**config.mk**
```make
export PLATFORM = sky130hd
export DESIGN_NAME = ldsc_top
export DESIGN_NICKNAME = d
export VERILOG_FILES = /design/src/core/ldsc_pkg.sv /design/src/core/ldsc_top.sv
export SDC_FILE = /design/constraint.sdc
export NUM_CORES = 1
export LEC_CHECK = 0
export BUFFER_PORTS_ARGS = -buffer_cell sky130_fd_sc_hd__buf_2
export CORE_MARGIN = 2
export CORE_UTILIZATION = 50
export DETAILED_ROUTE_END_ITERATION = 12
export PLACE_DENSITY = 0.67
export SETUP_SLACK_MARGIN = 0.4
export SYNTH_ARGS = -nofsm -noshare
export SYNTH_HDL_FRONTEND = slang
export SYNTH_SLANG_ARGS = --single-unit
```
**constraint.sdc**
```tcl
create_clock -name sys_clk -period 4.2 [get_ports sys_clk]
set_clock_uncertainty 0.05 [all_clocks]
set_input_delay 0.42 -clock sys_clk [delete_from_list [all_inputs] [get_ports sys_clk]]
set_output_delay 0.42 -clock sys_clk [all_outputs]
set_load 0.005 [all_outputs]
```
**src/core/ldsc_pkg.sv**
```systemverilog
// package: constants and types for the load diagnostic and sense control block
package ldsc_pkg;

    // -----------------------------------------------------------------
    // register map (word addresses on the plain port)
    // -----------------------------------------------------------------
    localparam logic [3:0] ADDR_CH0_CONFIG = 4'h0;
    localparam logic [3:0] ADDR_CH1_CONFIG = 4'h1;
    localparam logic [3:0] ADDR_GENERAL    = 4'h2;
    localparam logic [3:0] ADDR_OVERCUR    = 4'h3;
    localparam logic [3:0] ADDR_FAULT_CH0  = 4'h4;
    localparam logic [3:0] ADDR_FAULT_CH1  = 4'h5;
    localparam logic [3:0] ADDR_STATUS     = 4'h6;

    // -----------------------------------------------------------------
    // field positions
    // -----------------------------------------------------------------
    localparam int CFG_DIR_DIS_BIT   = 5;
    localparam int CFG_OS_DIS_BIT    = 6;
    localparam int CFG_OLOFF_DIS_BIT = 7;
    localparam int CFG_ON_OPEN_LOAD_DISABLE_BIT  = 8;
    localparam int CFG_FAST_SLEW_BIT = 0;
    localparam int GEN_SENSE0_BIT    = 0;
    localparam int GEN_SENSE1_BIT    = 1;
    localparam int GEN_TH_EN_BIT     = 2;
    localparam int OCR_RATIO_BIT     = 0;
    localparam int FLT_OS_BIT        = 0;
    localparam int FLT_OLOFF_BIT     = 1;
    localparam int FLT_OLON_BIT      = 2;

    // -----------------------------------------------------------------
    // reset values
    // -----------------------------------------------------------------
    localparam logic [15:0] RST_CONFIG  = 16'h0000;
    localparam logic [15:0] RST_GENERAL = 16'h0000;
    localparam logic [15:0] RST_OVERCUR = 16'h0000;

    // -----------------------------------------------------------------
    // timing
    // -----------------------------------------------------------------
    localparam int  CLK_PERIOD_PS     = 4000;
    localparam longint OLLED_PERIOD_MS = 150;
    localparam longint OLLED_CYCLES   = (OLLED_PERIOD_MS * 64'd1000000000) / CLK_PERIOD_PS;
    localparam int  SETTLE_NS         = 40;
    localparam int  SETTLE_CYCLES     = (SETTLE_NS * 1000 + CLK_PERIOD_PS - 1) / CLK_PERIOD_PS;
    localparam logic [1:0] SEL_CH0    = 2'h1;
    localparam logic [1:0] SEL_CH1    = 2'h2;
    localparam logic [1:0] SEL_TEMP   = 2'h3;
    localparam logic [1:0] SEL_NONE   = 2'h0;

    // -----------------------------------------------------------------
    // types
    // -----------------------------------------------------------------
    typedef enum logic [1:0]
    {
        SNS_IDLE   = 2'b00,
        SNS_SETTLE = 2'b01,
        SNS_VALID  = 2'b10,
        SNS_HOLD   = 2'b11
    } ldsc_sns_state_t;

    typedef struct packed
    {
        logic os_over_thr;
        logic oloff_over_thr;
        logic olon_under_thr;
    } ldsc_comp_t;

    typedef struct packed
    {
        logic on_open_load_flag;
        logic off_open_load_flag;
        logic short_to_supply_flag;
    } ldsc_flags_t;

endpackage

```
**src/core/ldsc_top.sv**
```systemverilog
// module: per-channel load diagnostics, fault latching and sense control
`timescale 1ns/10ps
`default_nettype none

module ldsc_top
    import ldsc_pkg::*;
#(
    parameter longint OLLED_CYC = OLLED_CYCLES,
    parameter int     SNS_W     = 12
)
(
    // clock and reset
    input  wire logic              sys_clk,
    input  wire logic              sys_rst,
    // register port
    input  wire logic [3:0]        reg_addr,
    input  wire logic [15:0]       reg_wdata,
    input  wire logic              reg_wr,
    input  wire logic              reg_rd,
    output logic      [15:0]       reg_rdata,
    // channel control sources
    input  wire logic [1:0]        direct_in,
    input  wire logic [1:0]        pwm_on,
    // analog comparator results per channel (asynchronous)
    input  wire ldsc_comp_t [1:0]  comp_in,
    input  wire logic [1:0]        oc_window,
    // sense sample values
    input  wire logic [SNS_W-1:0]  cur_sense0,
    input  wire logic [SNS_W-1:0]  cur_sense1,
    input  wire logic [SNS_W-1:0]  temp_sense,
    // outputs
    output logic      [1:0]        chan_on,
    output logic                   fault_pin_n,
    output logic                   sense_valid_pin_n,
    output logic      [SNS_W-1:0]  sense_out,
    output logic      [1:0]        sense_ratio_low,
    output logic                   sense_enable
);

    // -----------------------------------------------------------------
    // registers
    // -----------------------------------------------------------------
    logic [15:0]        channel_config_reg [2];
    logic [15:0]        general_config_reg;
    logic [15:0]        overcurrent_config_reg;
    ldsc_flags_t [1:0]  fault_flags_reg;

    always_ff @(posedge sys_clk)
    begin
        if (sys_rst)
        begin
            channel_config_reg[0]  <= RST_CONFIG;
            channel_config_reg[1]  <= RST_CONFIG;
            general_config_reg     <= RST_GENERAL;
            overcurrent_config_reg <= RST_OVERCUR;
        end
        else if (reg_wr)
        begin
            if (reg_addr == ADDR_CH0_CONFIG)
                channel_config_reg[0] <= reg_wdata;
            else if (reg_addr == ADDR_CH1_CONFIG)
                channel_config_reg[1] <= reg_wdata;
            else if (reg_addr == ADDR_GENERAL)
                general_config_reg <= reg_wdata;
            else if (reg_addr == ADDR_OVERCUR)
                overcurrent_config_reg <= reg_wdata;
        end
    end

    // -----------------------------------------------------------------
    // input synchronisers: three stages, change taken when 2 and 3 agree
    // -----------------------------------------------------------------
    logic [4:0] sync1 [2];
    logic [4:0] sync2 [2];
    logic [4:0] sync3 [2];
    logic [4:0] clean [2];

    always_ff @(posedge sys_clk)
    begin
        for (int c = 0; c < 2; c++)
        begin
            if (sys_rst)
            begin
                sync1[c] <= 5'h00;
                sync2[c] <= 5'h00;
                sync3[c] <= 5'h00;
                clean[c] <= 5'h00;
            end
            else
            begin
                sync1[c] <= {direct_in[c], oc_window[c], comp_in[c]};
                sync2[c] <= sync1[c];
                sync3[c] <= sync2[c];
                for (int b = 0; b < 5; b++)
                    if (sync2[c][b] == sync3[c][b])
                        clean[c][b] <= sync3[c][b];
            end
        end
    end

    // -----------------------------------------------------------------
    // per-channel diagnostics
    // -----------------------------------------------------------------
    logic [1:0]  chan_on_d;
    logic [1:0]  turn_off;
    logic [1:0]  turn_on;
    logic [1:0]  live_fault;
    logic [1:0]  olon_event;
    logic [1:0]  olon_event_ok;
    logic [1:0]  olon_ok_seen;
    logic [63:0] olled_cnt [2];
    logic [1:0]  olled_due;
    logic [1:0]  olon_live;
    logic [1:0]  rd_fault;
    logic        low_ratio;

    assign low_ratio = overcurrent_config_reg[OCR_RATIO_BIT];

    always_comb
    begin
        for (int c = 0; c < 2; c++)
        begin
            // internal source when direct input disabled
            chan_on[c] = channel_config_reg[c][CFG_DIR_DIS_BIT] ? pwm_on[c]
                                                                : clean[c][4];
            turn_off[c]  = chan_on_d[c] & ~chan_on[c];
            turn_on[c]   = ~chan_on_d[c] & chan_on[c];
            olled_due[c] = (olled_cnt[c] >= 64'(OLLED_CYC));
            rd_fault[c]  = reg_rd && (reg_addr == (c == 0 ? ADDR_FAULT_CH0 : ADDR_FAULT_CH1));
            // low ratio: sampled at turnoff only with fast slew
            olon_event[c] = low_ratio && channel_config_reg[c][CFG_FAST_SLEW_BIT]
                            && !channel_config_reg[c][CFG_ON_OPEN_LOAD_DISABLE_BIT]
                            && turn_off[c]
                            && (channel_config_reg[c][CFG_DIR_DIS_BIT] ? olled_due[c]
                                                                       : 1'b1);
            olon_event_ok[c] = olon_event[c] && !clean[c][0];
            // high ratio continuous check during on state
            olon_live[c] = !low_ratio && chan_on[c] && clean[c][0]
                           && !channel_config_reg[c][CFG_ON_OPEN_LOAD_DISABLE_BIT];
            live_fault[c] =
                (!chan_on[c] && clean[c][2] && !channel_config_reg[c][CFG_OS_DIS_BIT])
             || (!chan_on[c] && clean[c][1] && !channel_config_reg[c][CFG_OLOFF_DIS_BIT])
             || olon_live[c];
        end
    end

    // periodic check timer; runs also at full duty
    always_ff @(posedge sys_clk)
    begin
        for (int c = 0; c < 2; c++)
        begin
            if (sys_rst)
                olled_cnt[c] <= 64'h0;
            else if (olon_event[c])
                olled_cnt[c] <= 64'h0;
            else if (!olled_due[c])
                olled_cnt[c] <= olled_cnt[c] + 64'h1;
        end
    end

    always_ff @(posedge sys_clk)
    begin
        if (sys_rst)
            chan_on_d <= 2'b00;
        else
            chan_on_d <= chan_on;
    end

    // latched flags; a set in the read cycle wins
    always_ff @(posedge sys_clk)
    begin
        for (int c = 0; c < 2; c++)
        begin
            if (sys_rst)
            begin
                fault_flags_reg[c] <= '0;
                olon_ok_seen[c]    <= 1'b0;
            end
            else
            begin
                // short to supply: detected only while off, never turns off
                if (!chan_on[c] && clean[c][2] && !channel_config_reg[c][CFG_OS_DIS_BIT])
                    fault_flags_reg[c].short_to_supply_flag <= 1'b1;
                else if (rd_fault[c])
                    fault_flags_reg[c].short_to_supply_flag <= 1'b0;
                if (!chan_on[c] && clean[c][1] && !channel_config_reg[c][CFG_OLOFF_DIS_BIT])
                    fault_flags_reg[c].off_open_load_flag <= 1'b1;
                else if (rd_fault[c])
                    fault_flags_reg[c].off_open_load_flag <= 1'b0;
                if (olon_live[c] || (olon_event[c] && clean[c][0]))
                    fault_flags_reg[c].on_open_load_flag <= 1'b1;
                else if (rd_fault[c])
                begin
                    if (!low_ratio && !chan_on[c])
                        fault_flags_reg[c].on_open_load_flag <= 1'b0;
                    else if (!low_ratio && !clean[c][0])
                        fault_flags_reg[c].on_open_load_flag <= 1'b0;
                    else if (low_ratio && olon_ok_seen[c])
                        fault_flags_reg[c].on_open_load_flag <= 1'b0;
                end
                if (olon_event_ok[c])
                    olon_ok_seen[c] <= 1'b1;
                else if (olon_event[c] || rd_fault[c])
                    olon_ok_seen[c] <= 1'b0;
            end
        end
    end

    always_ff @(posedge sys_clk)
    begin
        if (sys_rst)
            fault_pin_n <= 1'b1;
        else
            fault_pin_n <= ~(|live_fault);
    end

    // -----------------------------------------------------------------
    // sense control
    // -----------------------------------------------------------------
    ldsc_sns_state_t   sns_state;
    logic [7:0]        settle_cnt;
    logic [1:0]        sel;
    logic [1:0]        sel_d;
    logic              sel_ch;
    logic              th_mode;
    logic              oc_act;
    logic [SNS_W-1:0]  held;
    logic [SNS_W-1:0]  live_cur;

    assign sel     = {general_config_reg[GEN_SENSE1_BIT], general_config_reg[GEN_SENSE0_BIT]};
    assign sel_ch  = (sel == SEL_CH1);
    assign th_mode = general_config_reg[GEN_TH_EN_BIT];
    assign oc_act  = sel_ch ? clean[1][3] : clean[0][3];
    assign live_cur = sel_ch ? cur_sense1 : cur_sense0;
    assign sense_ratio_low = {low_ratio, low_ratio};
    assign sense_enable = ~oc_act;

    always_ff @(posedge sys_clk)
    begin
        if (sys_rst)
        begin
            sns_state  <= SNS_IDLE;
            settle_cnt <= 8'h00;
            held       <= '0;
            sel_d      <= SEL_NONE;
        end
        else
        begin
            sel_d <= sel;
            if (sel != sel_d)
            begin
                sns_state <= SNS_IDLE;
                held      <= '0;
            end
            else if (oc_act)
                sns_state <= SNS_IDLE;
            else
            begin
                case (sns_state)
                    SNS_IDLE, SNS_HOLD:
                        if (chan_on[sel_ch] && (sel == SEL_CH0 || sel == SEL_CH1))
                        begin
                            sns_state  <= SNS_SETTLE;
                            settle_cnt <= 8'h00;
                        end
                    SNS_SETTLE:
                        if (!chan_on[sel_ch])
                            sns_state <= SNS_IDLE;
                        else if (settle_cnt >= 8'(SETTLE_CYCLES - 1))
                            sns_state <= SNS_VALID;
                        else
                            settle_cnt <= settle_cnt + 8'h01;
                    SNS_VALID:
                    begin
                        // keep the last on-state sample, not the off value
                        if (chan_on[sel_ch])
                            held <= live_cur;
                        if (!chan_on[sel_ch])
                            sns_state <= th_mode ? SNS_HOLD : SNS_IDLE;
                    end
                    default:
                        sns_state <= SNS_IDLE;
                endcase
            end
        end
    end

    always_ff @(posedge sys_clk)
    begin
        if (sys_rst)
        begin
            sense_out         <= '0;
            sense_valid_pin_n <= 1'b1;
        end
        else
        begin
            sense_valid_pin_n <= ~(sns_state == SNS_VALID) | oc_act;
            if (sel == SEL_TEMP)
                sense_out <= temp_sense;
            else if (oc_act || sel == SEL_NONE)
                sense_out <= '0;
            else if (sns_state == SNS_VALID)
                sense_out <= live_cur;
            else if (sns_state == SNS_HOLD)
                sense_out <= held;
            else
                sense_out <= '0;
        end
    end

    // -----------------------------------------------------------------
    // register read-back, one cycle after the strobe
    // -----------------------------------------------------------------
    always_ff @(posedge sys_clk)
    begin
        if (sys_rst)
            reg_rdata <= 16'h0000;
        else if (reg_rd)
        begin
            if (reg_addr == ADDR_CH0_CONFIG)
                reg_rdata <= channel_config_reg[0];
            else if (reg_addr == ADDR_CH1_CONFIG)
                reg_rdata <= channel_config_reg[1];
            else if (reg_addr == ADDR_GENERAL)
                reg_rdata <= general_config_reg;
            else if (reg_addr == ADDR_OVERCUR)
                reg_rdata <= overcurrent_config_reg;
            else if (reg_addr == ADDR_FAULT_CH0)
                reg_rdata <= {13'h0000, fault_flags_reg[0]};
            else if (reg_addr == ADDR_FAULT_CH1)
                reg_rdata <= {13'h0000, fault_flags_reg[1]};
            else if (reg_addr == ADDR_STATUS)
                reg_rdata <= {11'h000, sns_state, fault_pin_n, chan_on};
            else
                reg_rdata <= 16'h0000;
        end
        else
            reg_rdata <= 16'h0000;
    end

endmodule

`default_nettype wire

```
==> Flow_metrics.wiki <==
{| class="wikitable"
! Metric !! Value
|-
| Setup tns final || 0 ns
|-
| Post-synthesis instance total || ~1100
|-
| Count of buffering cells on the critical path with inverters included || 2
|-
| Total of flip-flops plus latches after synthesis || 296
|-
| Port bufs || between 100 and 150
|-
| Leak || between 5 and 6 nW
|-
| Initial DRC count || roughly 460
|-
| Commonest non-fill, non-tap cells in the layout || 170 x edfxtp_1, 126 x dfxtp_1, 120 x nand2_1
|-
| Number of filler instances in the final layout || a little over 2000
|-
| Routed wire length per instance || 15.2 um
|-
| Fraction of final layout cells with drive strength greater than 1 || 16.2%
|-
| Hold-fix buffers, CTS || 0
|-
| Total number of clock tree sinks || around 300
|-
| Critical Path Sink Type || flip-flop
|-
| Tightest Hold Check Type || in2reg
|-
| Starting utilization of the core area || about half
|-
| Clk_lat worst skew || between 0.5 and 0.6 ns
|-
| Residual overflow from global routing || 0
|-
| Area of combinational cells with multiple inputs || approximately 4700 um^2
|-
| Share of the cycle needed by the critical path after routing || 70.9%
|-
| Area contributors post-synth || edfxtp_1 41%, dfxtp_1 20%, nand2_1 3.6%
|-
| Total Routed Length || 24400 um
|-
| Cells traversed along the worst timing path || inv_1 -> ha_1 -> buf_4 -> mux2_1 -> nor3_1 -> o21ai_0 -> a21oi_1
|-
| Cts repair resizes || 0
|-
| Setup violators final || 0
|-
| Die area || ~26000 um^2
|-
| Pre-Repair DR Iteration Count || 4
|-
| Number of CTS-inserted buffers || 30
|-
| Total via count after detailed routing || roughly 8200
|-
| Buffer depth of the longest clock path || 3
|-
| Core outline area || ~24000 um^2
|-
| Slew at the pin closest to its max-slew limit || between 1 and 1.5 ns
|-
| Number of pins exceeding their max-slew limit in the final report || 0
|-
| Antenna violations before repair || 1
|-
| Sequential share of the synthesized area || between 60% and 70%
|-
| Max Clk Rate || roughly 340 MHz
|-
| Number of max-capacitance violations reported || 0
|-
| Detail Placement HPWL || 16300 um
|-
| Placer Congestion || ~0.82
|-
| Synthesized area || around 12000 um^2
|-
| Share of Yosys cell area claimed by the top area cell type || 41.3%
|-
| Worst-case setup slack after placement || about 1.3 ns
|-
| Leading cell type in the layout, fill and taps excluded || edfxtp_1
|-
| Post-CTS clock slew at the launch and capture registers of the worst setup and hold paths || 0.06 ns
|-
| Setup repair after global routing missed its margin || no
|-
| Max FO, Critical Path || 14
|-
| Sort of element at the start of the critical path || flip-flop
|-
| Remaining DRCs || 0
|-
| Pin count of the biggest net entering global routing || 66
|-
| Ratio of routed vias to standard cells || 5.13
|-
| Netlist cell types || slightly above 70
|-
| Cell taking the most area after synthesis || edfxtp_1
|-
| Chip width || ~160 um
|-
| Cell Pwr Density || approximately 430 nW/um^2
|-
| Run status || finished, final reports clean
|-
| I/O pin count || ~110
|-
| Wire length of the first global-routing pass || ~40000 um
|-
| Highest-delay cell along the critical path || nor3_1
|-
| Total routing resource utilization after global routing || around a fifth
|-
| TritonCTS clock tree || built
|-
| Average instance area after synthesis || about 12 um^2
|-
| Final critical path time including I/O delays and setup || ~3.0 ns
|-
| Via count of the first global-routing pass || 7943
|-
| Fin worst setup slack || 1.22 ns
|-
| Footprint of the flip-flops and latches || ~7600 um^2
|-
| Clock tree root buffer cell || clkbuf_16
|-
| Worst Hold Margin || 0.0364 ns
|-
| Number of synthesized flops with an enable pin || between 150 and 200
|-
| Critical Setup Path Class || reg2reg
|-
| Number of flip-flops under the largest register name || 128
|-
| Number of nets in the finished design || between 1000 and 1500
|-
| Number of warning messages in the yosys log || 0
|-
| CP required || between 4 and 5 ns
|-
| IR drop worst, VDD || approximately 270 uV
|-
| Delay of the slowest critical-path stage || ~0.9 ns
|-
| Max transition margin || approximately a fifth
|-
| Number of buffers added for setup after CTS || 0
|-
| CTS HTree Levels || 1
|-
| Post-detailed-route count of antenna-violating nets || 0
|-
| Fraction of synthesis flops using an asynchronous set or reset pin || 0%
|-
| Top delay family on crit path || simple AND/OR/NAND/NOR gates
|-
| Critical path arrival || 3.38 ns
|-
| Row count || 57
|-
| Most common flop cell mapped by yosys || edfxtp_1
|-
| Final antenna diode count || 0
|-
| Area grow syn2layout || 17.3%
|-
| Floorplan die height || approximately 160 um
|-
| Final hold violation count || 0
|}
-- layer usage --
layer	wire length (um)	up-vias	track usage, %	share of wire (%)
li1	-	4127	-	-
met2	11500	207	31.5	47
met4	297	2	4.06	1.2
met3	1480	27	3.39	6.1
met5	13	-	0	0.053
met1	11100	3842	26.4	46
-- cell usage after synthesis, types with 13 or more instances --
cell type / number
inv_1: 24
a21oi_1: 48
nor2_1: 102
nor2b_1: 37
nor3_1: 19
clkbuf_1: 34
edfxtp_1: 170
and2_1: 27
nor4_1: 25
mux2i_1: 21
xnor2_1: 30
xor2_1: 30
ha_1: 13
nand2_1: 120
a211oi_1: 13
and3_1: 32
nand4_1: 17
nand3_1: 31
dfxtp_1: 126
o21ai_0: 21
-- kinds of logic (layout without fill, tap and decap cells) --
group	Yosys count	after routing	share of synthesized area [%]
buffers and inverters	76	202	2.59
AOI/OAI and AO/OA	126	126	6.52
and+or+nand+nor	464	464	19.2
other	1	76	0.0303
adders and majority gates	13	13	1.32
DFF	296	296	61.7
muxes	38	38	4.36
xor gates and xnor gates	60	60	4.25
-- final timing paths --
path	from	to	slack (ns)	cells after the start
worst max-delay path	general_config_reg[0]$_SDFFE_PP0P_	sense_out[3]$_SDFF_PP0_	1.22	7
worst min-delay path	comp_in[1]	sync1[0][1]$_SDFF_PP0_	0.04	2
worst max register to register	general_config_reg[0]$_SDFFE_PP0P_	sense_out[3]$_SDFF_PP0_	1.22	7
worst min register to register	sync1[1][1]$_SDFF_PP0_	sync2[1][1]$_SDFF_PP0_	0.38	1
-- power breakdown --
| group | switching (W) | internal (W) | total [W] | leakage (nW) |
|---|---|---|---|---|
| Sequential | 0.0000589 | 0.00318 | 0.00324 | 2.71 |
| Combinational | 0.000175 | 0.000113 | 0.000288 | 2.24 |
| Clock | 0.00105 | 0.00159 | 0.00265 | 0.492 |
| Total | 0.00129 | 0.00489 | 0.00617 | 5.44 |
-- metrics by stage --
step | cell area, um^2 | utilization (%) | std cells | total power (W)
final | 14500 | 59.6 | 1599 | 0.00617
after global routing | 14500 | 59.6 | 1599 | 0.00640
after CTS | 14500 | 59.6 | 1599 | 0.00623
after detailed placement | 13500 | 55.5 | 1543 | 0.00359
after global placement | 13500 | 55.5 | 1543 | 0.00358
after floorplan | 12600 | - | 1149 | 0.00347
-- cell type report --
cell class / count / share of cell area (%)
Multi-Input combinational cell: 777 / 32.5
Clock inverter: 11 / 0.717
Sequential cell: 296 / 52.6
Clock buffer: 45 / 6.21
Tap cell: 324 / 2.80
Inverter: 25 / 0.648
Timing Repair Buffer: 121 / 4.54
(Power assumes the default switching activity.)
